File: src/design/ssts_pkg.sv
`default_nettype none
package ssts_pkg;
    localparam int unsigned CLK_HZ = 20_000_000;
    localparam int unsigned TICK_MS = 100;
    localparam int unsigned TICK_CYC = CLK_HZ / 1000 * TICK_MS;
    localparam int unsigned TICKS_PER_S = 1000 / TICK_MS;
    localparam int unsigned TW = 12;
    // preset step lengths in seconds; an uninterrupted run is their sum
    localparam int unsigned IL_ON_S = 75;
    localparam int unsigned IL_OFF_S = 75;
    localparam int unsigned BY_ON_S = 75;
    localparam int unsigned BY_OFF_S = 60;
    localparam int unsigned TOTAL_S = IL_ON_S + IL_OFF_S + BY_ON_S + BY_OFF_S;
    localparam int unsigned DONE_MSG_S = 3;
    localparam logic [7:0] A_MISC_CMD = 8'h00;
    localparam logic [7:0] A_CONFIG = 8'h04;
    localparam logic [7:0] A_STATUS = 8'h08;
    localparam logic [7:0] A_IRQ_STATUS = 8'h0C;
    localparam logic [7:0] A_IRQ_MASK = 8'h10;
    localparam logic [7:0] A_LAST_EVENT = 8'h14;
    localparam int unsigned CFG_IL_FB = 0;
    localparam int unsigned CFG_BY_FB = 1;
    localparam int unsigned CFG_BYR_ON = 2;
    localparam int unsigned CFG_BYR_FAN = 3;
    localparam int unsigned CFG_IL_TO = 8;
    localparam int unsigned CFG_BY_TO = 16;
    localparam logic [31:0] CFG_RESET = 32'h000A_0A00;
    localparam int unsigned IRQ_W = 4;
    localparam int unsigned IRQ_ENTER = 0;
    localparam int unsigned IRQ_PASS = 1;
    localparam int unsigned IRQ_FAULT = 2;
    localparam int unsigned IRQ_ABORT = 3;
    localparam logic [7:0] EV_ENTER = 8'hC1;
    localparam logic [7:0] EV_PASS = 8'hC3;
    localparam logic [7:0] FLT_INLINE = 8'h31;
    localparam logic [7:0] FLT_BYPASS = 8'h30;
    typedef enum logic [3:0] {
        S_IDLE = 4'h0, S_LOG = 4'h1, S_WAIT = 4'h3, S_IL_ON = 4'h2, S_IL_OFF = 4'h6,
        S_BY_ON = 4'h7, S_BY_OFF = 4'h5, S_DONE = 4'h4, S_FAULT = 4'h8
    } ssts_state_e;
    typedef enum logic [3:0] {
        D_HOME = 4'h0, D_OPEN_DISC = 4'h1, D_IL_CLOSED = 4'h2, D_IL_OPEN = 4'h3,
        D_BY_CLOSED = 4'h4, D_BY_OPEN = 4'h5, D_DONE = 4'h6, D_FAULT = 4'h7, D_ENTER = 4'h8
    } ssts_disp_e;
    function automatic ssts_disp_e disp_of(input ssts_state_e s);
        case (s)
            S_LOG: disp_of = D_ENTER;
            S_WAIT: disp_of = D_OPEN_DISC;
            S_IL_ON: disp_of = D_IL_CLOSED;
            S_IL_OFF: disp_of = D_IL_OPEN;
            S_BY_ON: disp_of = D_BY_CLOSED;
            S_BY_OFF: disp_of = D_BY_OPEN;
            S_DONE: disp_of = D_DONE;
            S_FAULT: disp_of = D_FAULT;
            default: disp_of = D_HOME;
        endcase
    endfunction
    function automatic logic [TW-1:0] step_ticks(input ssts_state_e s);
        case (s)
            S_IL_ON: step_ticks = TW'(IL_ON_S * TICKS_PER_S);
            S_IL_OFF: step_ticks = TW'(IL_OFF_S * TICKS_PER_S);
            S_BY_ON: step_ticks = TW'(BY_ON_S * TICKS_PER_S);
            S_BY_OFF: step_ticks = TW'(BY_OFF_S * TICKS_PER_S);
            S_DONE: step_ticks = TW'(DONE_MSG_S * TICKS_PER_S);
            default: step_ticks = '0;
        endcase
    endfunction
endpackage
`default_nettype wire

File: src/design/ssts_chk_if.sv
`timescale 1ns/100ps
`default_nettype none
interface ssts_chk_if;
    logic restart;
    logic en;
    logic exp_lvl;
    logic fb;
    logic tick;
    logic [7:0] timeout;
    logic fault;
    modport seq (output restart, en, exp_lvl, fb, tick, timeout, input fault);
    modport chk (input restart, en, exp_lvl, fb, tick, timeout, output fault);
endinterface
`default_nettype wire

File: src/design/ssts_step_timer.sv
`timescale 1ns/100ps
`default_nettype none
module ssts_step_timer #(
    parameter int unsigned TICK_CYC = ssts_pkg::TICK_CYC,
    parameter int unsigned TW = ssts_pkg::TW
) (
    input wire logic i_ref_clk,
    input wire logic i_rstn,
    input wire logic i_ce,
    input wire logic i_load,
    input wire logic [TW-1:0] i_load_val,
    output logic o_tick,
    output logic o_expire
);
    localparam int unsigned PW = $clog2(TICK_CYC + 1);
    logic [PW-1:0] pre_q;
    logic [TW-1:0] cnt_q;
    logic tick_q;
    logic exp_q;
    wire pre_end = (pre_q == PW'(TICK_CYC - 1));
    // prescaler restarts on load so every step lasts its preset plus two clock cycles
    always_ff @(posedge i_ref_clk or negedge i_rstn) begin
        if (!i_rstn) begin
            pre_q <= '0;
            cnt_q <= '0;
            tick_q <= 1'b0;
            exp_q <= 1'b0;
        end else if (i_ce) begin
            if (i_load) begin
                pre_q <= '0;
                cnt_q <= i_load_val;
                tick_q <= 1'b0;
                exp_q <= 1'b0;
            end else begin
                pre_q <= pre_end ? '0 : pre_q + PW'(1);
                tick_q <= pre_end;
                exp_q <= tick_q && (cnt_q == TW'(1));
                if (tick_q && (cnt_q != '0)) begin
                    cnt_q <= cnt_q - TW'(1);
                end
            end
        end
    end
    assign o_tick = tick_q;
    assign o_expire = exp_q;
endmodule // ssts_step_timer
`default_nettype wire

File: src/design/ssts_fb_check.sv
`timescale 1ns/100ps
`default_nettype none
module ssts_fb_check (
    input wire logic i_ref_clk,
    input wire logic i_rstn,
    input wire logic i_ce,
    ssts_chk_if.chk bus
);
    logic [7:0] cnt_q;
    logic seen_q;
    logic fault_q;
    wire mism = bus.en && !seen_q && (bus.fb != bus.exp_lvl);
    // a timeout of zero disables the check; the 8-bit counter would otherwise wrap onto it
    wire hit = mism && bus.tick && (bus.timeout != 8'h00) && ((cnt_q + 8'h01) == bus.timeout);
    always_ff @(posedge i_ref_clk or negedge i_rstn) begin
        if (!i_rstn) begin
            cnt_q <= '0;
            seen_q <= 1'b0;
            fault_q <= 1'b0;
        end else if (i_ce) begin
            // a step that ends on this edge must not hand its fault to the next step
            fault_q <= hit && !bus.restart;
            if (bus.restart || !bus.en) begin
                cnt_q <= '0;
                seen_q <= 1'b0;
            end else if (bus.fb == bus.exp_lvl) begin
                seen_q <= 1'b1;
            end else if (mism && bus.tick && !hit) begin
                cnt_q <= cnt_q + 8'h01;
            end
        end
    end
    assign bus.fault = fault_q;
endmodule // ssts_fb_check
`default_nettype wire

File: src/design/ssts_sequencer.sv
// Notes on behaviour
// - self-test starts only with the standard setting written and Enter pressed
// - the entry event is logged before any test step runs
// - while the disconnect reads closed, prompt to open it and hold
// - the display shows the active step and follows every transition
// - an Enter press ends the current step early and advances
// - step presets add up to 285 seconds for an uninterrupted run
// - on completion show a done message briefly, then the home screen
// - the in-line contactor step runs before the bypass step
// - run relays switch on then off once; feedback checked in both states
// - in-line feedback mismatch past its timeout raises the in-line fault
// - with no in-line feedback input configured, the in-line step passes
// - in-line timeout set to off skips the in-line step
// - bypass relay if assigned and at-speed relays cycle once, both checked
// - bypass feedback mismatch past its timeout raises the bypass fault
// - fan-duty bypass relay with no bypass feedback input passes the step
// - disconnect closing, line power or command removal aborts and logs cause
//
// Added by the designer: the register addresses and the APB slave port.
`timescale 1ns/100ps
`default_nettype none
module ssts_sequencer #(
    parameter int unsigned P_TICK_CYC = ssts_pkg::TICK_CYC,
    parameter logic [7:0] P_STD_SETTING = 8'h07,
    parameter logic [7:0] P_FLT_DISC = 8'h0A,
    parameter logic [7:0] P_FLT_LINE = 8'h0B,
    parameter logic [7:0] P_FLT_CMD = 8'h0C
) (
    input wire logic i_ref_clk,
    input wire logic i_rstn,
    input wire logic i_ce,
    input wire logic i_psel,
    input wire logic i_penable,
    input wire logic i_pwrite,
    input wire logic [7:0] i_paddr,
    input wire logic [31:0] i_pwdata,
    output logic [31:0] o_prdata,
    output logic o_pready,
    output logic o_pslverr,
    input wire logic i_enter_key,
    input wire logic i_disc_closed,
    input wire logic i_line_power,
    input wire logic i_inline_fb,
    input wire logic i_bypass_fb,
    output logic o_run_relay,
    output logic o_at_speed_relay,
    output logic o_bypass_relay,
    output ssts_pkg::ssts_disp_e o_display_code,
    output logic o_event_stb,
    output logic [7:0] o_event_code,
    output logic o_irq
);
    import ssts_pkg::*;

    ssts_state_e st_q;
    ssts_state_e st_d;
    logic [7:0] misc_cmd_q;
    logic [31:0] cfg_q;
    logic [IRQ_W-1:0] irq_st_q;
    logic [IRQ_W-1:0] irq_mask_q;
    logic [31:0] prdata_q;
    logic pready_q;
    logic pslverr_q;
    logic run_q;
    logic at_speed_q;
    logic byp_relay_q;
    ssts_disp_e disp_q;
    logic ev_stb_q;
    logic [7:0] ev_code_q;
    logic irq_q;
    logic ev_stb_d;
    logic [7:0] ev_code_d;
    logic [31:0] rd_d;
    logic rd_err;
    logic [IRQ_W-1:0] irq_set;
    logic tick;
    logic expire;

    ssts_chk_if chk ();

    // bus decode
    wire setup = i_psel && !i_penable;
    wire wr_en = i_psel && i_penable && i_pwrite && pready_q;
    wire wr_misc = wr_en && (i_paddr == A_MISC_CMD);
    wire wr_cfg = wr_en && (i_paddr == A_CONFIG);
    wire wr_w1c = wr_en && (i_paddr == A_IRQ_STATUS);
    wire wr_mask = wr_en && (i_paddr == A_IRQ_MASK);

    // configuration fields
    wire il_fb_on = cfg_q[CFG_IL_FB];
    wire by_fb_on = cfg_q[CFG_BY_FB];
    wire byr_on = cfg_q[CFG_BYR_ON];
    wire byr_fan = cfg_q[CFG_BYR_FAN];
    wire [7:0] il_to = cfg_q[CFG_IL_TO +: 8];
    wire [7:0] by_to = cfg_q[CFG_BY_TO +: 8];
    wire il_skip = (il_to == 8'h00);
    wire by_check = !(byr_fan && !by_fb_on);

    // sequence conditions
    wire cmd_ok = (misc_cmd_q == P_STD_SETTING);
    wire in_il = (st_q == S_IL_ON) || (st_q == S_IL_OFF);
    wire in_by = (st_q == S_BY_ON) || (st_q == S_BY_OFF);
    wire in_step = in_il || in_by;
    wire abort = in_step && (i_disc_closed || i_line_power || !cmd_ok);
    wire [7:0] abort_code = i_disc_closed ? P_FLT_DISC : (i_line_power ? P_FLT_LINE : P_FLT_CMD);
    wire advance = i_enter_key || expire;
    wire load = (st_d != st_q);
    wire done_pass = (st_q == S_DONE) && expire;

    // feedback checker hookup; relays and state change on the same edge
    assign chk.restart = load;
    assign chk.en = (in_il && il_fb_on) || (in_by && by_check);
    assign chk.exp_lvl = in_il ? run_q : at_speed_q;
    assign chk.fb = in_il ? i_inline_fb : i_bypass_fb;
    assign chk.timeout = in_il ? il_to : by_to;
    assign chk.tick = tick;

    assign irq_set[IRQ_ENTER] = i_ce && (st_q == S_LOG);
    assign irq_set[IRQ_PASS] = i_ce && done_pass;
    assign irq_set[IRQ_FAULT] = i_ce && in_step && !abort && chk.fault;
    assign irq_set[IRQ_ABORT] = i_ce && abort;

    ssts_step_timer #(
        .TICK_CYC(P_TICK_CYC),
        .TW(TW)
    ) u_timer (
        .i_ref_clk(i_ref_clk),
        .i_rstn(i_rstn),
        .i_ce(i_ce),
        .i_load(load),
        .i_load_val(step_ticks(st_d)),
        .o_tick(tick),
        .o_expire(expire)
    );

    ssts_fb_check u_check (
        .i_ref_clk(i_ref_clk),
        .i_rstn(i_rstn),
        .i_ce(i_ce),
        .bus(chk.chk)
    );

    // abort outranks a feedback fault, which outranks an advance
    always_comb begin
        st_d = st_q;
        ev_stb_d = 1'b0;
        ev_code_d = ev_code_q;
        case (st_q)
            S_IDLE: begin
                if (i_enter_key && cmd_ok) begin
                    st_d = S_LOG;
                end
            end
            S_LOG: begin
                st_d = S_WAIT;
                ev_stb_d = 1'b1;
                ev_code_d = EV_ENTER;
            end
            S_WAIT: begin
                if (!cmd_ok) begin
                    st_d = S_IDLE;
                end else if (!i_disc_closed) begin
                    st_d = il_skip ? S_BY_ON : S_IL_ON;
                end
            end
            S_IL_ON, S_IL_OFF, S_BY_ON, S_BY_OFF: begin
                if (abort) begin
                    st_d = S_FAULT;
                    ev_stb_d = 1'b1;
                    ev_code_d = abort_code;
                end else if (chk.fault) begin
                    st_d = S_FAULT;
                    ev_stb_d = 1'b1;
                    ev_code_d = in_il ? FLT_INLINE : FLT_BYPASS;
                end else if (advance) begin
                    case (st_q)
                        S_IL_ON: st_d = S_IL_OFF;
                        S_IL_OFF: st_d = S_BY_ON;
                        S_BY_ON: st_d = S_BY_OFF;
                        default: st_d = S_DONE;
                    endcase
                end
            end
            S_DONE: begin
                if (expire) begin
                    st_d = S_IDLE;
                    ev_stb_d = 1'b1;
                    ev_code_d = EV_PASS;
                end
            end
            S_FAULT: begin
                // software must change the command before a new run
                if (!cmd_ok) begin
                    st_d = S_IDLE;
                end
            end
            default: st_d = S_IDLE;
        endcase
    end

    always_comb begin
        rd_d = '0;
        rd_err = 1'b0;
        if (i_paddr == A_MISC_CMD) begin
            rd_d = {24'h00_0000, misc_cmd_q};
        end else if (i_paddr == A_CONFIG) begin
            rd_d = cfg_q;
        end else if (i_paddr == A_STATUS) begin
            rd_d = {16'h0000, 4'h0, byp_relay_q, at_speed_q, run_q, i_disc_closed, disp_q, st_q};
        end else if (i_paddr == A_IRQ_STATUS) begin
            rd_d = {28'h000_0000, irq_st_q};
        end else if (i_paddr == A_IRQ_MASK) begin
            rd_d = {28'h000_0000, irq_mask_q};
        end else if (i_paddr == A_LAST_EVENT) begin
            rd_d = {24'h00_0000, ev_code_q};
        end else begin
            rd_err = 1'b1;
        end
    end

    always_ff @(posedge i_ref_clk or negedge i_rstn) begin
        if (!i_rstn) begin
            prdata_q <= '0;
            pready_q <= 1'b0;
            pslverr_q <= 1'b0;
        end else if (i_ce) begin
            pready_q <= setup;
            pslverr_q <= setup && rd_err;
            if (setup) begin
                prdata_q <= i_pwrite ? 32'h0000_0000 : rd_d;
            end
        end
    end

    // a software write of the command wins over the clear after a pass
    always_ff @(posedge i_ref_clk or negedge i_rstn) begin
        if (!i_rstn) begin
            misc_cmd_q <= 8'h00;
            cfg_q <= CFG_RESET;
            irq_mask_q <= '0;
            irq_st_q <= '0;
            irq_q <= 1'b0;
        end else if (i_ce) begin
            if (wr_misc) begin
                misc_cmd_q <= i_pwdata[7:0];
            end else if (done_pass) begin
                misc_cmd_q <= 8'h00;
            end
            if (wr_cfg) begin
                cfg_q <= i_pwdata;
            end
            if (wr_mask) begin
                irq_mask_q <= i_pwdata[IRQ_W-1:0];
            end
            irq_st_q <= (irq_st_q & ~(wr_w1c ? i_pwdata[IRQ_W-1:0] : '0)) | irq_set;
            irq_q <= |(((irq_st_q & ~(wr_w1c ? i_pwdata[IRQ_W-1:0] : '0)) | irq_set) & irq_mask_q);
        end
    end

    always_ff @(posedge i_ref_clk or negedge i_rstn) begin
        if (!i_rstn) begin
            st_q <= S_IDLE;
            run_q <= 1'b0;
            at_speed_q <= 1'b0;
            byp_relay_q <= 1'b0;
            disp_q <= D_HOME;
            ev_stb_q <= 1'b0;
            ev_code_q <= 8'h00;
        end else if (i_ce) begin
            st_q <= st_d;
            run_q <= (st_d == S_IL_ON);
            at_speed_q <= (st_d == S_BY_ON);
            byp_relay_q <= (st_d == S_BY_ON) && byr_on && !byr_fan;
            disp_q <= disp_of(st_d);
            ev_stb_q <= ev_stb_d;
            ev_code_q <= ev_code_d;
        end
    end

    assign o_prdata = prdata_q;
    assign o_pready = pready_q;
    assign o_pslverr = pslverr_q;
    assign o_run_relay = run_q;
    assign o_at_speed_relay = at_speed_q;
    assign o_bypass_relay = byp_relay_q;
    assign o_display_code = disp_q;
    assign o_event_stb = ev_stb_q;
    assign o_event_code = ev_code_q;
    assign o_irq = irq_q;

    a_entry_cause: assert property (
        @(posedge i_ref_clk) disable iff (!i_rstn)
        (st_q == S_LOG && $past(st_q) == S_IDLE) |-> $past(i_enter_key) && $past(cmd_ok))
        else $error("self-test entered without command and enter");

    a_entry_logged: assert property (
        @(posedge i_ref_clk) disable iff (!i_rstn)
        (st_q == S_LOG && i_ce) |=> o_event_stb && o_event_code == EV_ENTER && st_q == S_WAIT)
        else $error("entry event not logged");

    a_disc_hold: assert property (
        @(posedge i_ref_clk) disable iff (!i_rstn)
        (st_q == S_WAIT && i_disc_closed && i_ce) |=>
            (st_q == S_WAIT || st_q == S_IDLE) && !o_run_relay && !o_at_speed_relay)
        else $error("test steps started with disconnect closed");

    a_display_step: assert property (
        @(posedge i_ref_clk) disable iff (!i_rstn)
        (i_ce && st_d != st_q) |=> o_display_code == disp_of(st_q))
        else $error("display not following step");

    a_enter_advance: assert property (
        @(posedge i_ref_clk) disable iff (!i_rstn)
        (st_q == S_IL_ON && i_enter_key && i_ce && !abort && !chk.fault) |=>
            st_q == S_IL_OFF && !o_run_relay)
        else $error("enter did not advance step");

    a_step_expire: assert property (
        @(posedge i_ref_clk) disable iff (!i_rstn)
        (st_q == S_BY_OFF && expire && i_ce && !abort && !chk.fault) |=> st_q == S_DONE)
        else $error("expired step did not advance");

    a_relay_states: assert property (
        @(posedge i_ref_clk) disable iff (!i_rstn)
        (st_q == S_IL_ON |-> o_run_relay) and (st_q == S_IL_OFF |-> !o_run_relay))
        else $error("run relay not matching step");

    a_inline_fault: assert property (
        @(posedge i_ref_clk) disable iff (!i_rstn)
        (in_il && chk.fault && !abort && i_ce) |=>
            st_q == S_FAULT && o_event_stb && o_event_code == FLT_INLINE)
        else $error("in-line fault not raised");

    a_abort_cause: assert property (
        @(posedge i_ref_clk) disable iff (!i_rstn)
        (abort && i_ce) |=> st_q == S_FAULT && o_event_stb && o_event_code == $past(abort_code))
        else $error("abort not logged");

    a_inline_skip: assert property (
        @(posedge i_ref_clk) disable iff (!i_rstn)
        (st_q == S_WAIT && cmd_ok && !i_disc_closed && il_skip && i_ce) |=>
            st_q == S_BY_ON && o_at_speed_relay)
        else $error("in-line step not skipped");

    a_done_home: assert property (
        @(posedge i_ref_clk) disable iff (!i_rstn)
        (done_pass && i_ce) |=> o_display_code == D_HOME && o_event_code == EV_PASS)
        else $error("no return to home screen");
endmodule // ssts_sequencer
`default_nettype wire

File: config.mk
export PLATFORM = sky130hd
export DESIGN_NAME = ssts_sequencer
export DESIGN_NICKNAME = d
export VERILOG_FILES = /design/src/design/ssts_pkg.sv /design/src/design/ssts_chk_if.sv /design/src/design/ssts_step_timer.sv /design/src/design/ssts_fb_check.sv /design/src/design/ssts_sequencer.sv
export SDC_FILE = /design/constraint.sdc
export NUM_CORES = 1
export LEC_CHECK = 0
export ABC_AREA = 0
export ABC_CLOCK_PERIOD_IN_PS = 3700
export BUFFER_PORTS_ARGS = -buffer_cell sky130_fd_sc_hd__clkbuf_2
export CELL_PAD_IN_SITES_DETAIL_PLACEMENT = 2
export CELL_PAD_IN_SITES_GLOBAL_PLACEMENT = 2
export CORE_ASPECT_RATIO = 2
export CORE_MARGIN = 5
export CORE_UTILIZATION = 35
export CTS_CLUSTER_DIAMETER = 30
export CTS_CLUSTER_SIZE = 8
export DETAILED_ROUTE_END_ITERATION = 8
export PLACE_DENSITY_LB_ADDON = 0.3
export RECOVER_POWER = 25
export SYNTH_ARGS = -nofsm -noshare
export SYNTH_HDL_FRONTEND = slang
export SYNTH_SLANG_ARGS = --single-unit
File: constraint.sdc
create_clock -name i_ref_clk -period 3.7 [get_ports i_ref_clk]
set_input_delay 0.74 -clock i_ref_clk [delete_from_list [all_inputs] [get_ports i_ref_clk]]
set_output_delay 0.74 -clock i_ref_clk [all_outputs]
set_load 0.01 [all_outputs]
Yosys cells after proc, flatten, opt, wreduce, memory -nomap -nowiden
Memories as Yosys holds them, arrays and structs flattened. A register that Yosys moved wholly into a read port is not among the register bits.
Index checks and enable logic that the tools add are counted.
- reductions and logical operators: 72
- bitwise operators: 4
- equal/unequal tests: 28
- mux-type cells: 53
- add/sub/neg operators: 3
- operators by type and width (kind ; count):
    2-to-1 mux 32 bit ; 3
    2-to-1 mux 8 bit ; 12
    2-to-1 mux 21 bit ; 2
    2-to-1 mux 12 bit ; 3
    2-to-1 mux 4 bit ; 9
    == test 4 x 3 -> 1 bit, second input constant ; 8
    logical AND 1 bit ; 32
    case mux 10 bit (3 select lines) ; 1
    case mux 4 bit (6 select lines) ; 1
    case mux 8 bit (3 select lines) ; 1
    adder 21 x 1 -> 21 bit, second input constant ; 1
    == test 21 bit, second input constant ; 1
    == test 8 x 3 -> 1 bit, second input constant ; 2
    == test 8 x 4 -> 1 bit, second input constant ; 2
    == test 8 x 5 -> 1 bit, second input constant ; 2
    logical NOT 8 bit ; 2
    2-to-1 mux 1 bit ; 16
    == test 12 x 1 -> 1 bit, second input constant ; 1
    == test 4 x 2 -> 1 bit, second input constant ; 3
    AND reduction 2 bit ; 6
    nonzero test 12 bit ; 1
    subtractor 12 x 1 -> 12 bit, second input constant ; 1
    logical NOT 1 bit ; 11
    2-to-1 mux 3 bit ; 3
    other kinds (23) ; 36
- flip-flop bits (word level): 144
- output and inout bits: 51
- ROM bits: 64
- bits of input ports: 51
- memories kept: 1
- logic and storage cells: 182
- memory list (name ; depth ; width ; read ports ; clocked after Yosys merged registers in ; wr ports ; RTL line ; RTL):
    (no name shown) ; 16 ; 4 ; 1 ; 1 ; 0 ; ssts_pkg.sv:46 ; case (s)

Logic depth before layout (Yosys ltp)
- depth after elaboration: 15
- depth in mapped cells: 12
- mapped depth without buffers: 10

By module
From an unflattened synthesis, not the netlist that was laid out.
- cell total of the unflattened synthesis: 824
- area, all modules: 8077.7 µm²
- by module, submodules not included (module ; times used ; area each (µm²) ; cells an instance):
    ssts_sequencer ; 1 ; 5073.6 ; 469
    ssts_step_timer ; 1 ; 2113.3 ; 247
    ssts_fb_check ; 1 ; 890.9 ; 108

Least setup slack after synthesis
No wires, ideal clock.
- path kind: input-to-reg
- from: in i_enter_key
- to: reg u_timer.pre_q[10]
- data arrival time: 2.526 ns
- stages: 8
- library setup time: 0.101 ns
- required time: 3.599 ns
- path slack: 1.074 ns
- path through: nor2_1 -> mux2i_1 -> o22ai_2 -> or3_1 -> buf_4 -> a21o_1 -> or3_4 -> o311ai_2
- cells in the longest elaborated chain, start to end: 7
- RTL lines (item ; RTL line ; RTL):
    start: declaration ; ssts_sequencer.sv:40 ; input wire logic i_enter_key,
    logical OR 1 bit ; ssts_sequencer.sv:106 ; wire advance = i_enter_key || expire;
    2-to-1 mux 4 bit ; ssts_sequencer.sv:175 ; end else if (advance) begin
    2-to-1 mux 4 bit ; ssts_sequencer.sv:171 ; end else if (chk.fault) begin
    2-to-1 mux 4 bit ; ssts_sequencer.sv:167 ; if (abort) begin
    case mux 4 bit (6 select lines) * ; ssts_sequencer.sv:148 ; case (st_q)
    inequality test 4 bit * ; ssts_sequencer.sv:107 ; wire load = (st_d != st_q);
    2-to-1 mux 21 bit * ; ssts_step_timer.sv:29 ; if (i_load) begin
    end signal: assignment ; ssts_step_timer.sv:35 ; pre_q <= pre_end ? '0 : pre_q + PW'(1);
    end: declaration ; ssts_step_timer.sv:16 ; logic [PW-1:0] pre_q;
Every way passes the cells marked *; elsewhere a longest branch is shown, timed or not.
A chain may end at the register's enable or synchronous reset.

Worst setup path after layout
- from: reg st_q[0]
- to: reg u_timer.pre_q[12]
- cells in the longest elaborated chain, start to end: 8
- RTL lines (item ; RTL line ; RTL):
    start: declaration ; ssts_sequencer.sv:55 ; ssts_state_e st_q;
    start signal: assignment ; ssts_sequencer.sv:270 ; st_q <= st_d;
    == test 4 x 3 -> 1 bit, or another cell as far along ; ssts_sequencer.sv:102, ssts_sequencer.sv:148, ssts_sequencer.sv:176 ;
    case mux 2 bit (3 select lines), or another cell as far along ; ssts_sequencer.sv:176 ; case (st_q)
    2-to-1 mux 4 bit or logical OR 1 bit (tied branches) ; ssts_sequencer.sv:175, ssts_sequencer.sv:103 ;
    2-to-1 mux 4 bit or logical AND 1 bit (tied branches) ; ssts_sequencer.sv:171, ssts_sequencer.sv:104 ;
    2-to-1 mux 4 bit ; ssts_sequencer.sv:167 ;
    case mux 4 bit (6 select lines) ; ssts_sequencer.sv:148 ;
    inequality test 4 bit * ; ssts_sequencer.sv:107 ;
    2-to-1 mux 21 bit * ; ssts_step_timer.sv:29 ;
Marks and branches as above.

==> summary.md <==
| Metric | Value |
|---|---|
| Inst Count DP | `1,163` |
| Die height | `222.7 um` |
| Worst-path maximum fanout | `17` |
| FP Rows | `78` |
| Setup TNS | `0 ps` |
| Postcts setup bufs | `0` |
| Top cells by count, synth | `dfrtp_1, nand2_1, nor2_1` |
| Worst r2r dst | `u_timer.pre_q[12]` |
| Hold Crit Class | `flop to flop` |
| Outcome | `finished with violations` |
| Storage cell area | `0.003659 mm^2` |
| Hold Path Stages | `2` |
| Clock slew at reported path FFs | `70 ps` |
| Main synth FF type | `dfrtp_1` |
| Cts repair resizes | `0` |
| Layout Utilization | `0.4134` |
| RSZ-0062 raised after global routing | `no` |
| Most common cell in the netlist | `dfrtp_1` |
| Port Buffers | `101` |
| Pwr dens | `437.0 mW/mm^2` |
| Mux contribution to synthesized area | `0.09054` |
| Cell count after synthesis | `803` |
| Finish-stage setup viols | `0` |
| Global route overflow | `0` |
| Clk_skew | `11.01 ps` |
| Sequential-to-total area share from yosys stat | `0.4620` |
| Iter 0 DRT Violations | `206` |
| Die area | `0.02592 mm^2` |
| Starting density of the core | `0.3513` |
| Top cell type's share of synthesized area | `0.4487` |
| Largest family of logic cells by synthesized area | `compound AO/OA/AOI/OAI gates` |
| Number of synthesis warnings | `0` |
| Die span in x | `116.4 um` |
| CTS tree | `yes` |
| Antenna cells | `0` |
| Clock root cell | `clkbuf_16` |
| Simple-gate share of the synthesized area | `0.1730` |
| Placer Congestion | `0.8055` |
| Failing checks | `capacitance limit, slew limit` |
| # IOs | `102` |
| Maxcap violations | `1` |
| Worst reg2reg setup slack | `420 ps` |
| CP arrival | `3630 ps` |
| # clock sinks | `146` |
| Area delta synth->final | `17.70%` |
| Detailed-route vias per instance | `5.754` |
| Avg Cell Area, Syn | `9.862 um^2` |
| Overall power | `4.073 mW` |
| Detailed placement HPWL | `20.33 mm` |
| Adder-cell share of the synthesized area | `0.01422` |
| Post-synth EDFFs | `0` |
| H-tree depth | `4` |
| Largest net degree at the start of global routing | `54` |
| Vias in the first global route | `7,778` |
| Core ar. | `0.02254 mm^2` |
| Maximum clock rate | `0.3044 GHz` |
| Post-Syn Area | `0.007919 mm^2` |
| Drt drc | `0` |
| Worst slew pin tran | `2772 ps` |
| Pre-antenna DRT Iters | `4` |
| Fillcell total | `2,415` |
| Post-synthesis xor/xnor area fraction | `0.01722` |
| Detailed Route WL | `27.50 mm` |
| Dpl ws | `349.2 ps` |
| Area of the multi-input gates | `0.003867 mm^2` |
| Critical path class | `flop to flop` |
| FF-to-FF path depth | `7` |
| Fin cells | `1,195` |
| Relative slew slack | `-0.8481` |
| Share of cells above drive strength 1 | `0.2437` |
| Initial antenna violation count | `0` |
| Crit start category | `flop` |
| CTS max path bufs | `2` |
| Critical Path RT | `4040 ps` |
| Hold buffer count at cts | `0` |
| Routed wire per std cell | `23.02 um` |
| Syn Nets | `863` |
| Clock buffer count from CTS | `17` |
| Post-Place Cell Area | `0.008766 mm^2` |
| Via Count | `6,876` |
| Hold Path End | `o_prdata[0]` |
| Post-route cell area | `0.009320 mm^2` |
| Pleak | `4.413 nW` |
| WHS | `477.5 ps` |
| Final worst-path cycle share | `0.8878` |
| Post-synth ARST share | `1.000` |
| Hold Crit Start | `o_prdata[0]` |
| Post-synth cell types | `77` |
| Crit. End Element | `flop` |
| Yosys reg bits | `146` |
| Worst skew pair latency | `450 ps` |
| PnR worst setup slack | `415.2 ps` |
| Synth area leaders | `dfrtp_1, mux2_2, mux2i_1` |
| First-pass GRT wire length | `43.90 mm` |
| Peak VDD IR | `328.0 uV` |
| Total global routing track utilization | `0.2212` |
| Routed Antenna Nets | `0` |
| Final Hold Viols | `0` |
| Minimum clock period after layout | `3285 ps` |
| Reg2reg start | `st_q[0]` |
| Net count, final | `962` |
| Fin. max-slew vios | `51` |
| Cell accounting for the most synthesized area | `dfrtp_1` |
| Area fraction in compound gates after synthesis | `0.1928` |
## layer usage
layer / wire length [um] / up-vias / share of wire / track usage
met3: 919 / 34 / 0.033 / 0.04879
met5: 0 / - / 0 / 0
met1: 9956 / 3580 / 0.36 / 0.2310
met2: 16080 / 114 / 0.58 / 0.4229
met4: 544 / 0 / 0.020 / 0.06931
li1: - / 3148 / - / -
## sequential cells by signal, indices dropped and copies added, names as in the netlist, 4 cells and up
| register | flops |
|---|---|
| o_event_code | 6 |
| irq_mask_q | 4 |
| st_q | 4 |
| u_timer.cnt_q | 12 |
| irq_st_q | 4 |
| o_prdata | 32 |
| u_timer.pre_q | 21 |
| misc_cmd_q | 8 |
| u_check.cnt_q | 8 |
| cfg_q | 32 |
| o_display_code | 4 |
## cell families (layout without fill, tap and decap cells)
family / after synthesis / after routing
buf+inv: 90 / 202
compound gates: 206 / 206
flops: 146 / 146
xor+xnor: 14 / 14
fa+ha+maj: 9 / 9
mux: 67 / 67
simple gates: 271 / 271
## worst max-delay path by stage
stage | startpoint | end | slack [ps] | depth (start not counted)
2_1_floorplan | i_enter_key | u_timer.pre_q[10] | 1070 | 8
3_3_place_gp | i_disc_closed | u_timer.pre_q[14] | 450 | 8
3_5_place_dp | i_disc_closed | u_timer.pre_q[12] | 350 | 8
4_1_cts | st_q[0] | u_timer.pre_q[12] | 430 | 7
5_1_grt | st_q[0] | u_timer.pre_q[16] | 130 | 7
6_report | st_q[0] | u_timer.pre_q[12] | 420 | 7
## worst max-delay path, cell delays in order (launching register included)
cell and delay [ps]:
dfrtp_1 760, nor3b_1 440, nand4_1 280, o22ai_2 240, o21ai_2 180, a21o_1 470
or3_4 520, o311ai_2 290
## cell type report
type	instances	area share
sequential	146	0.3925
multi-input combinational	567	0.4150
clock inverter	14	0.01248
tap	280	0.03759
inverter	44	0.01772
timing repair buffer	126	0.07759
clock buffer	18	0.04712
## placed cells by master (no fill, tap or decap), drive strengths merged, types with 6 or more instances in the layout
cell type / netlist / final
o21ai: 58 / 58
nand4: 7 / 7
a21o: 6 / 6
dfrtp: 142 / 142
nor2: 58 / 58
mux2: 37 / 37
nor2b: 12 / 12
a22o: 27 / 27
nand2: 75 / 75
mux2i: 30 / 30
clkbuf: 32 / 118
xnor2: 9 / 9
buf: 14 / 25
and3: 13 / 13
a31oi: 8 / 8
nand3: 41 / 41
nor3: 16 / 16
ha: 9 / 9
a21oi: 26 / 26
o2bb2ai: 13 / 13
inv: 44 / 53
o22ai: 7 / 7
nor4: 14 / 14
o221ai: 8 / 8
o211ai: 7 / 7
## power by group
group	switching, mW	internal (mW)	total (mW)	leakage, nW
clock network	0.789	0.895	1.68	0.269
registers	0.107	1.66	1.77	1.95
logic	0.391	0.226	0.618	2.20
total	1.29	2.79	4.07	4.41
Note: power is estimated with default switching activity, not from simulation.
